[src/shared/oct_pkg.sv]
// package: constants for the output compare timer
package oct_pkg;
  // =====================================
  // widths and counts
  localparam int CHANNELS = 5;
  localparam int COUNT_WIDTH = 16;
  localparam int PIN_FIRST = 3;
  localparam int PRESCALE_WIDTH = 4;
  // prescale select codes: 00 div1, 01 div4, 10 div8, 11 div16
  localparam logic [1:0] PRESCALE_DIV1 = 2'h0;
  localparam logic [1:0] PRESCALE_DIV4 = 2'h1;
  localparam logic [1:0] PRESCALE_DIV8 = 2'h2;
  localparam logic [1:0] PRESCALE_DIV16 = 2'h3;
  localparam logic [1:0] PRESCALE_RESET = PRESCALE_DIV8;
  // =====================================
  // pin action codes, mode bit high, level bit low
  localparam logic [1:0] ACTION_NONE = 2'h0;
  localparam logic [1:0] ACTION_TOGGLE = 2'h1;
  localparam logic [1:0] ACTION_CLEAR = 2'h2;
  localparam logic [1:0] ACTION_SET = 2'h3;
  // =====================================
  // timing at 200 MHz core clock, counter tick 2 us at div8
  localparam int CLOCK_MHZ = 200;
  localparam int TICK_NS = 2000;
  localparam int TICK_DIV8_CYCLES = TICK_NS * CLOCK_MHZ / 1000;
  localparam int BASE_CYCLES = TICK_DIV8_CYCLES / 8;
  // =====================================
  // reset values
  localparam logic [15:0] COMPARE_RESET = 16'hFFFF;
  localparam logic [15:0] COUNTER_RESET = 16'h0000;
endpackage

[src/hw/oct_prescaler.sv]
// prescaler: makes the counter advance pulse
`timescale 1ns/10ps
module oct_prescaler #(
  parameter int BASE_CYCLES = oct_pkg::BASE_CYCLES
) (
  input wire logic clk,
  input wire logic reset_n,
  input wire logic [1:0] div_sel,
  output logic tick
);
  localparam int BW = $clog2(BASE_CYCLES + 1);
  typedef struct packed {
    logic [BW-1:0] base;
    logic [oct_pkg::PRESCALE_WIDTH-1:0] div;
    logic tick;
  } oct_pre_type;
  oct_pre_type state_reg;
  oct_pre_type state_next;
  logic [oct_pkg::PRESCALE_WIDTH-1:0] div_last;

  initial begin
    if (BASE_CYCLES < 1) begin
      $error("base cycles must be at least one");
    end
  end

  // =====================================
  // division ratio decode
  always_comb begin
    case (div_sel)
      oct_pkg::PRESCALE_DIV1: div_last = 4'h0;
      oct_pkg::PRESCALE_DIV4: div_last = 4'h3;
      oct_pkg::PRESCALE_DIV8: div_last = 4'h7;
      default: div_last = 4'hF;
    endcase
  end

  always_comb begin
    state_next = state_reg;
    state_next.tick = 1'b0;
    if (state_reg.base == BW'(BASE_CYCLES - 1)) begin
      state_next.base = '0;
      // ratio change takes effect at the next base tick; a count already past the new end ticks at once, no wrap
      if (state_reg.div >= div_last) begin
        state_next.div = '0;
        state_next.tick = 1'b1;
      end else begin
        state_next.div = state_reg.div + 4'h1;
      end
    end else begin
      state_next.base = state_reg.base + BW'(1);
    end
  end

  always_ff @(posedge clk or negedge reset_n) begin
    if (!reset_n) begin
      state_reg <= '0;
    end else begin
      state_reg <= state_next;
    end
  end

  assign tick = state_reg.tick;
endmodule

[src/hw/oct_channel_match.sv]
// comparator bank: one equality level per channel
`timescale 1ns/10ps
module oct_channel_match #(
  parameter int CHANNELS = oct_pkg::CHANNELS
) (
  input wire logic [15:0] count,
  input wire logic [CHANNELS*16-1:0] compare_values,
  output logic [CHANNELS-1:0] equal
);
  // =====================================
  // continuous equality per channel
  for (genvar i = 0; i < CHANNELS; i++) begin : g_cmp
    assign equal[i] = (count == compare_values[i*16 +: 16]);
  end
endmodule

[src/hw/oct_timer.sv]
// top: five channel output compare timer with free running counter
//
// What this block does
// five channels drive pins seven down to three
// counter equals compare value means match
// counter wraps to zero and keeps counting
// prescaler ratio one, four, eight, sixteen
// divide eight gives two microsecond tick
// each channel: compare, flag, mask bit
// channel one drives any selected pin subset
// channels two-five: mode and level bits
// match sets the channel's flag
// pin acts in same cycle as flag
// interrupt only when mask bit set
// software sets pin direction and enable; this block has no direction or enable input and only drives PORT_A_OUT
// channel one drives selected pins to data
// two-bit code enables channels two-five
// force applies actions, no flag, no irq
// channel one may share pins three-six
// channel five shares capture four register
// channel one sets or clears, never toggles
// software clears capture select before use
// flag cleared by writing one
// code 10 clears the pin
// 00 disconnects, 01 toggles, 11 sets
`timescale 1ns/10ps
module oct_timer #(
  parameter int CHANNELS = oct_pkg::CHANNELS,
  parameter int BASE_CYCLES = oct_pkg::BASE_CYCLES
) (
  input wire logic CORE_CLK,
  input wire logic RESET_N,
  input wire logic [1:0] PRESCALE_SEL,
  input wire logic [15:0] COMPARE_WDATA,
  input wire logic [CHANNELS-1:0] COMPARE_WE,
  input wire logic [4:0] MULTI_PIN_SELECT,
  input wire logic [4:0] MULTI_PIN_DATA,
  input wire logic [7:0] TIMER_CONTROL,
  input wire logic [CHANNELS-1:0] TIMER_MASK,
  input wire logic [CHANNELS-1:0] FLAG_CLEAR,
  input wire logic [CHANNELS-1:0] FORCE_COMPARE,
  input wire logic CAPTURE_SELECT,
  input wire logic [15:0] CAPTURE_VALUE,
  input wire logic CAPTURE_STROBE,
  output logic [15:0] FREE_RUNNING_COUNTER,
  output logic [CHANNELS-1:0] MATCH_FLAG,
  output logic [CHANNELS*16-1:0] COMPARE_VALUES,
  output logic [4:0] PORT_A_OUT,
  output logic IRQ
);
  // =====================================
  // elaboration checks
  // the pin map and the control word layout are fixed at five channels
  initial begin
    if (CHANNELS != 5) begin
      $error("timer serves exactly five channels");
    end
    if (BASE_CYCLES < 1) begin
      $error("base cycles must be at least one");
    end
    if (oct_pkg::COUNT_WIDTH != 16) begin
      $error("counter logic is written for sixteen bits");
    end
    if (oct_pkg::PIN_FIRST + CHANNELS != 8) begin
      $error("channels must end on the top port pin");
    end
  end

  // =====================================
  // state
  typedef struct packed {
    // counter value and a marker that it changed on the last edge
    logic [15:0] count;
    logic fresh;
    // per channel compare word and match flag
    logic [CHANNELS-1:0][15:0] compare;
    logic [CHANNELS-1:0] flag;
    // port pins seven down to three, pin seven in the top bit
    logic [4:0] pins;
    logic irq;
  } oct_state_type;

  oct_state_type state_reg;
  oct_state_type state_next;
  logic tick;
  logic [CHANNELS-1:0] equal;
  logic [CHANNELS*16-1:0] compare_flat;
  logic [CHANNELS-1:0] hit;
  logic [CHANNELS-1:0] act;
  logic [CHANNELS-1:0] blocked;
  logic [4:0] pins_work;
  logic [4:0] multi_mask;
  logic [4:0] multi_value;

  // control code for channel n (1..4 here means channels two to five): bits 9-2n down to 8-2n
  function automatic logic [1:0] code_of(input logic [7:0] ctl, input int ch);
    code_of = ctl[(4 - ch) * 2 +: 2];
  endfunction

  // port bit driven by a single-pin channel, channel one is index zero
  function automatic int pin_bit(input int ch);
    pin_bit = 4 - ch;
  endfunction

  // new pin level for one mode/level code
  function automatic logic apply_code(input logic [1:0] code, input logic pin);
    case (code)
      oct_pkg::ACTION_TOGGLE: apply_code = !pin;
      oct_pkg::ACTION_CLEAR: apply_code = 1'b0;
      oct_pkg::ACTION_SET: apply_code = 1'b1;
      default: apply_code = pin;
    endcase
  endfunction

  // =====================================
  // submodules
  oct_prescaler #(
    .BASE_CYCLES(BASE_CYCLES)
  ) u_pre (
    .clk(CORE_CLK),
    .reset_n(RESET_N),
    .div_sel(PRESCALE_SEL),
    .tick(tick)
  );

  always_comb begin
    for (int i = 0; i < CHANNELS; i++) begin
      compare_flat[i*16 +: 16] = state_reg.compare[i];
    end
  end

  oct_channel_match #(
    .CHANNELS(CHANNELS)
  ) u_match (
    .count(state_reg.count),
    .compare_values(compare_flat),
    .equal(equal)
  );

  // =====================================
  // match qualification
  // the counter holds each value for a whole prescaled period; only the
  // first core cycle of a value may match, or one compare would fire
  // on every core cycle of that period
  for (genvar i = 0; i < CHANNELS; i++) begin : g_hit
    if (i == CHANNELS - 1) begin : g_shared
      // the shared register is deaf to compares while it serves capture
      assign blocked[i] = CAPTURE_SELECT;
    end else begin : g_own
      assign blocked[i] = 1'b0;
    end
    assign hit[i] = equal[i] && state_reg.fresh && !blocked[i];
    // a forced compare takes the pin path only, never the flag path
    assign act[i] = hit[i] || FORCE_COMPARE[i];
  end

  // =====================================
  // channel one pin request
  // channel one only copies data bits, so it sets or clears but never
  // toggles; pins outside its select mask keep what they held
  always_comb begin
    multi_mask = '0;
    multi_value = '0;
    if (act[0]) begin
      multi_mask = MULTI_PIN_SELECT;
      multi_value = MULTI_PIN_DATA;
    end
  end

  // =====================================
  // pin update
  // channel one goes first, so a single-pin channel firing in the same
  // cycle on a shared pin has the last word
  always_comb begin
    pins_work = (state_reg.pins & ~multi_mask) | (multi_value & multi_mask);
    for (int ch = 1; ch < CHANNELS; ch++) begin
      if (act[ch]) begin
        pins_work[pin_bit(ch)] = apply_code(code_of(TIMER_CONTROL, ch), pins_work[pin_bit(ch)]);
      end
    end
  end

  // =====================================
  // next state
  always_comb begin
    state_next = state_reg;
    // counter wraps naturally through 16 bits
    state_next.fresh = tick;
    if (tick) begin
      state_next.count = state_reg.count + 16'h0001;
    end
    // compare register writes
    for (int i = 0; i < CHANNELS; i++) begin
      if (COMPARE_WE[i]) begin
        state_next.compare[i] = COMPARE_WDATA;
      end
    end
    // capture path into the shared register; a capture wins over a
    // software write in the same cycle
    if (CAPTURE_SELECT && CAPTURE_STROBE) begin
      state_next.compare[CHANNELS-1] = CAPTURE_VALUE;
    end
    // flags: set wins over clear
    for (int i = 0; i < CHANNELS; i++) begin
      if (hit[i]) begin
        state_next.flag[i] = 1'b1;
      end else if (FLAG_CLEAR[i]) begin
        state_next.flag[i] = 1'b0;
      end
    end
    // pins move on the same edge that sets the flag
    state_next.pins = pins_work;
    state_next.irq = |(state_next.flag & TIMER_MASK);
  end

  always_ff @(posedge CORE_CLK or negedge RESET_N) begin
    if (!RESET_N) begin
      state_reg <= '0;
      state_reg.count <= oct_pkg::COUNTER_RESET;
      state_reg.compare <= {CHANNELS{oct_pkg::COMPARE_RESET}};
    end else begin
      state_reg <= state_next;
    end
  end

  // =====================================
  // outputs, all straight from the state register
  assign FREE_RUNNING_COUNTER = state_reg.count;
  assign MATCH_FLAG = state_reg.flag;
  assign COMPARE_VALUES = compare_flat;
  assign PORT_A_OUT = state_reg.pins;
  assign IRQ = state_reg.irq;
endmodule

[config.mk]
export PLATFORM = sky130hd
export DESIGN_NAME = oct_timer
export DESIGN_NICKNAME = d
export VERILOG_FILES = /design/src/shared/oct_pkg.sv /design/src/hw/oct_prescaler.sv /design/src/hw/oct_channel_match.sv /design/src/hw/oct_timer.sv
export SDC_FILE = /design/constraint.sdc
export NUM_CORES = 1
export LEC_CHECK = 0
export ABC_AREA = 0
export CORE_UTILIZATION = 48
export CTS_CLUSTER_SIZE = 12
export DETAILED_ROUTE_END_ITERATION = 12
export DONT_BUFFER_PORTS = 1
export PLACE_DENSITY_LB_ADDON = 0.2
export SLEW_MARGIN = 20
export SYNTH_ARGS = -nofsm -noshare
export SYNTH_HDL_FRONTEND = slang
export SYNTH_SLANG_ARGS = --single-unit
export TNS_END_PERCENT = 1
[constraint.sdc]
create_clock -name CORE_CLK -period 2.3 [get_ports CORE_CLK]
set_input_delay 0.345 -clock CORE_CLK [delete_from_list [all_inputs] [get_ports CORE_CLK]]
set_output_delay 0.345 -clock CORE_CLK [all_outputs]
set_load 0.03 [all_outputs]
* Word level (Yosys, flattened, before mapping)
Cells that the tools add are included.
** Storage, ports and cells
- Bits in registers :: 119
- Bits in latches :: 0
- RAM bits :: 0
- Memory bits (read-only) :: 0
- Bits of input ports :: 76
- Output and inout port bits :: 107
- Logic and storage cells :: 89
- Memories :: 0
** Cells by class
- Add/sub/neg operators :: 3
- $mul :: 0
- Div/mod/pow operators :: 0
- Magnitude comparators :: 1
- Equality and inequality tests :: 20
- Shift-type cells :: 0
- Muxes and demuxes :: 27
- Bitwise operators :: 5
- Reduce and logical (&&, ||, !) cells :: 20
** Operator list (count)
- 16-bit == test :: 5
- 16-bit 2-to-1 mux :: 2
- 2-bit == test (second input constant) :: 9
- 16-bit by 1-bit adder with 16-bit output (second input constant) :: 1
- 1-bit 2-to-1 mux :: 16
- 5-bit bitwise AND :: 3
- 1-bit one-hot mux with 3 select lines :: 4
- 4-bit one-hot mux with 3 select lines :: 1
- 2-bit by 1-bit == test with 1-bit output (second input constant) :: 5
- 5-bit 2-to-1 mux :: 2
- 1-bit logical AND :: 7
- 6-bit by 1-bit adder with 6-bit output (second input constant) :: 1
- 6-bit == test (second input constant) :: 1
- 6-bit 2-to-1 mux :: 1
- 1-bit zero test :: 5
- 1-bit logical OR :: 5
- 5-bit NOT :: 1
- 5-bit bitwise OR :: 1
- 5-bit OR reduction :: 1
- 4-bit by 1-bit adder with 4-bit output (second input constant) :: 1
- 4-bit >= comparator :: 1
- 4-bit 2-to-1 mux :: 1
- 2-bit zero test :: 1
- 2-bit nonzero test :: 1

* Depth between registers and ports, before layout
- Depth after elaboration :: 10
- Mapped depth :: 8
- Gate-level depth less buffers :: 8

* Cells and area by module
From an unflattened synthesis, not the netlist that was laid out.
** Unflattened totals
- Cell total of the unflattened synthesis :: 623
- Area, all modules :: 7005.5 µm²
** Modules (own cells, without submodules)
- oct_timer :: times used 1, cells an instance 438, area an instance 5358.9 µm², seq. area each 2802.7 µm²
- oct_channel_match :: times used 1, cells an instance 121, area an instance 1018.5 µm², seq. area each 0.0 µm²
- oct_prescaler :: times used 1, cells an instance 64, area an instance 628.1 µm², seq. area each 275.3 µm²

* Least setup slack after synthesis
Ideal clock, no wire load.
- Path type :: input -> register
- Start :: in PRESCALE_SEL[0]
- End :: reg u_pre.state_reg[4] (netlist name)
- Setup time :: 0.082 ns
- Arrival time :: 1.888 ns
- Required time :: 2.218 ns
- Path slack :: 0.330 ns
- Stages on the path :: 8
- Path buffers :: 0
- Cell sequence :: or2_2 -> ha_1 -> nand2b_1 -> a21o_1 -> a21o_1 -> a21oi_1 -> a21oi_1 -> o22ai_1
** Between the ends
- Cells in the longest elaborated chain, start to end :: 4
- Elaborated cells on any way between the ends :: 6
- Classes of those cells :: order compare (1); eq/ne (2); mux (2); reduce/logical (1)
** Ends and longest elaborated chain
- start, declared :: RTL line oct_timer.sv:33 : input wire logic [1:0] PRESCALE_SEL,
- 2-bit == test (tied with other cells) :: RTL line oct_prescaler.sv:30 : case (div_sel)
- 4-bit one-hot mux with 3 select lines (*) :: RTL line oct_prescaler.sv:30
- 4-bit >= comparator (*) :: RTL line oct_prescaler.sv:44 : if (state_reg.div >= div_last) begin
- 4-bit 2-to-1 mux (*) :: RTL line oct_prescaler.sv:44
- end signal, assigned :: RTL line oct_prescaler.sv:59 : state_reg <= state_next;
- end, declared :: RTL line oct_prescaler.sv:17 : oct_pre_type state_reg;
Every way passes the cells marked *; elsewhere a longest branch is shown, timed or not.
A chain may end at the register's enable or synchronous reset.

* Final worst setup path
- Start :: reg, netlist name FREE_RUNNING_COUNTER[8]
- End :: reg state_reg (netlist bit PORT_A_OUT[1])
** Between the ends
- Cells in the longest elaborated chain, start to end :: 10
- Elaborated cells on any way between the ends :: 15
- Classes of those cells :: eq/ne (2); mux (4); bitwise (4); reduce/logical (5)
** Ends and longest elaborated chain
- 16-bit == test :: RTL line oct_channel_match.sv:13 : assign equal[i] = (count == compare_values[i*16 +: 16]);
- 1-bit logical AND :: RTL line oct_timer.sv:152 : assign hit[i] = equal[i] && state_reg.fresh && !blocked[i];
- 1-bit logical OR :: RTL line oct_timer.sv:154 : assign act[i] = hit[i] || FORCE_COMPARE[i];
- 5-bit 2-to-1 mux :: RTL line oct_timer.sv:164 : if (act[0]) begin
- 5-bit NOT :: RTL line oct_timer.sv:175 : pins_work = (state_reg.pins & ~multi_mask) | (multi_value & multi_mask);
- 5-bit bitwise AND :: RTL line oct_timer.sv:175
- 5-bit bitwise OR :: RTL line oct_timer.sv:175
- 1-bit zero test :: RTL line oct_timer.sv:108 : oct_pkg::ACTION_TOGGLE: apply_code = !pin;
- 1-bit one-hot mux with 3 select lines :: RTL line oct_timer.sv:107 : case (code)
- 1-bit 2-to-1 mux (*) :: RTL line oct_timer.sv:177 : if (act[ch]) begin
- named net pins_work[1] :: RTL line oct_timer.sv:91 : logic [4:0] pins_work;
- end signal, assigned :: RTL line oct_timer.sv:222 : state_reg <= state_next;
- end, declared :: RTL line oct_timer.sv:83 : oct_state_type state_reg;
Mark *: on every way through the listed nets, which the timed path passes. The rest lies on a longest branch.

==> impl_results.md <==
- Status: finished with violations
- Failing checks: negative hold slack
- Switch Pwr: 1.63 mW
- H-tree levels: 4
- PortBufs: 0
- Dpl ws: -0.129 ns
- RePlAce Congestion: 0.828
- Fin cells: 765
- Post-Syn Area: 7000 sq um
- Router iterations before antenna repair: 4
- Die W: 123 microns
- Finished layout cell area: 7140 sq um
- Number of max-cap violations: 0
- Antenna cells: 0
- Core Box Area: 14000 sq um
- DR vias: 4219
- Share of post-route cells with drive strength above 1: 0.395
- HP Class: input pin to asynchronous set/reset pin
- Leading area contributor after synthesis: dfstp_2
- Global-route wire length before repair: 26.4 mm
- Die ar.: 15100 sq um
- Max IR drop VDD: 0.000471 V
- CP Capture Type: flop
- Req. time, crit path: 2.60 ns
- PwrDens: 811 nW/um^2
- Worst-path clk slew: 0.06 ns
- Largest register FFs: 80
- LEAKAGE: 3.12 nW
- Power share of the clock group: 0.409
- Unrepaired setup endpoints after global routing: false
- Synth top area share: 0.300
- CTS Root Cell: clkbuf_16
- Worst setup margin: 0.133 ns
- F_max: 462 MHz
- Max-slew headroom at the worst pin: 0.637
- Hold Violations, Final: 119
- Synth Instances: 645
- Post-DP Area: 6580 sq um
- Wire length per cell: 23.1 microns
- Io pins: 183
- Post-DRT Antenna Nets: 0
- Initial Util: 0.499
- Clock Tree Buf Depth: 2
- Vias in the first global route: 4486
- Most common cell in the netlist: buf_4
- Fillers: 1234
- Share of total power in combinational logic: 0.107
- Final #Nets: 657
- Ys Warns: 0
- Commonest cells in the netlist: buf_4, dfstp_2, mux2_2, xor2_1, nand2_1
- Switching share of total power: 0.282
- Final Max Tran Viols: 0
- Largest net degree at the start of global routing: 120
- Core Rows: 43
- Largest cells by area after synthesis: dfstp_2, dfrtp_1, buf_4
- Crit share post-route: 0.942
- Worst-Margin Slew: 0.544 ns
- Worst EP arrival: 2.47 ns
- Top FF cell, synth: dfstp_2
- Number of buffers created by CTS: 17
- Clock Skew: 0.00917 ns
- Sequential area share after synthesis: 0.440
- Vias per std cell: 5.52
- Cell Int Power: 4.16 mW
- CP startpoint kind: flop
- Later-pin clock latency in the skew report: 0.42 ns
- Dpl cells: 732
- Final core occ: 0.509
- Minimum clock period: 2.17 ns
- Ys async rst share: 1.00
- Seq pwr share: 0.484
- Clock sinks: 119
- DRT Wirelength: 17.7 mm
- Die span in y: 123 microns
- Crit Path Max Fanout: 9
- CTS tree: done
- Critical path class: flop to flop
- Final setup violation count: 0
- Power Total: 5.79 mW
- Layout area overhead: 2.00%
- EDFF count, synth: 0
- Syn_area_per_cell: 10.9 sq um
- FF+latch count, synth: 119
- GRT Residual Overflow: 0
- Mapped Nets: 729
- Worst hold margin: -0.367 ns
- Drt drc: 0
- HPWL Detailed: 13.1 mm
- Initial antenna violation count: 0
- Drt first-iter violations: 210
- Total GRT Usage: 0.246
- Count of cell types in the netlist: 40
path summary, 6_finish.rpt:
kind                                              start                 endpoint  slack, ns  cells past startpoint
worst min-delay path                            RESET_N  FREE_RUNNING_COUNTER[9]      -0.37                      0
worst max register to register  FREE_RUNNING_COUNTER[8]            PORT_A_OUT[1]       0.13                      6
worst max-delay path            FREE_RUNNING_COUNTER[8]            PORT_A_OUT[1]       0.13                      6
worst min register to register               u_pre.tick            state_reg[91]       0.50                      0
max in group asynchronous                       RESET_N       COMPARE_VALUES[10]       2.41                      0
min in group CORE_CLK                  CAPTURE_VALUE[6]       COMPARE_VALUES[70]       0.03                      2
cells in the final DEF, fill, tap and decap left out, types with 3 or more instances in the layout:
cell type  Yosys  final
xnor2_2        3      3
clkbuf_1      13      6
nor2_1        13     13
a21oi_1       11     11
nor3_1         7      7
and3_1         6      6
xor2_1        62     62
dfrtp_1       39     39
mux2i_1       20     20
buf_4        111     47
o21bai_1       4      4
ha_1           8      8
mux2_2        65     65
nand3_1       14     14
dfstp_2       80     80
clkinv_2       0      4
nor4_1        12      9
nand2_1       48     48
o21ai_0       29     29
o2bb2ai_1      4      4
o22ai_1        5      5
xnor2_1       33     33
nand4_1       10     10
inv_1         16     16
clkbuf_16      0     17
clkbuf_8       0      4
power groups by stage:
stage	registers [mW]	clock network, mW	logic [mW]
floorplan	2.51	0	0.959
global placement	2.83	0	0.602
detailed placement	2.84	0	0.610
CTS	2.81	2.41	0.618
global route	2.83	2.49	0.668
finish	2.81	2.37	0.621
per-layer routing:
metal / global-route usage / part of all wire
met4: 0.0869 / 0.016
met5: 0 / 0
met3: 0.0869 / 0.093
met1: 0.300 / 0.41
met2: 0.402 / 0.48
what timing repair did:
item / in CTS / in global routing
pin swaps: 0 / 2
setup buffers: 0 / 2
setup endpoints to repair: 3 / 3
resized for setup: 2 / 2
endpoints found under the hold margin: 119 / 119
cell families after synthesis:
group,synth area share
AO/OA/AOI/OAI,0.0479
XOR/XNOR,0.126
adder cells (fa/ha/maj),0.0143
buffers and inverters,0.150
flip-flops,0.440
multiplexers,0.135
AND/OR/NAND/NOR,0.0874
metrics by stage:
step / setup TNS, ns / hold slack (ns)
2_1_floorplan: 0 / 0.0494
3_3_place_gp: -0.185 / 0.0582
3_5_place_dp: -0.207 / 0.0544
4_1_cts: 0 / -0.394
5_1_grt: 0 / -0.377
6_report: 0 / -0.367
worst max-delay path, cell delays in order (launching register included):
cell	delay [ns]
dfrtp_1	0.62
xor2_1	0.19
nor4_2	0.45
nand4_1	0.28
o21bai_1	0.26
o21ai_0	0.12
o2bb2ai_1	0.13
area by class of cell:
cell class                      count  area [sq um]  area share
Clock buffer                       27           503      0.0704
Clock inverter                      4          20.0     0.00280
Inverter                           16          60.1     0.00841
Multi-Input combinational cell    372          2900       0.406
Sequential cell                   119          3080       0.431
Tap cell                          180           225      0.0315
Timing Repair Buffer               47           353      0.0494
Note: power is estimated with default switching activity, not from simulation.
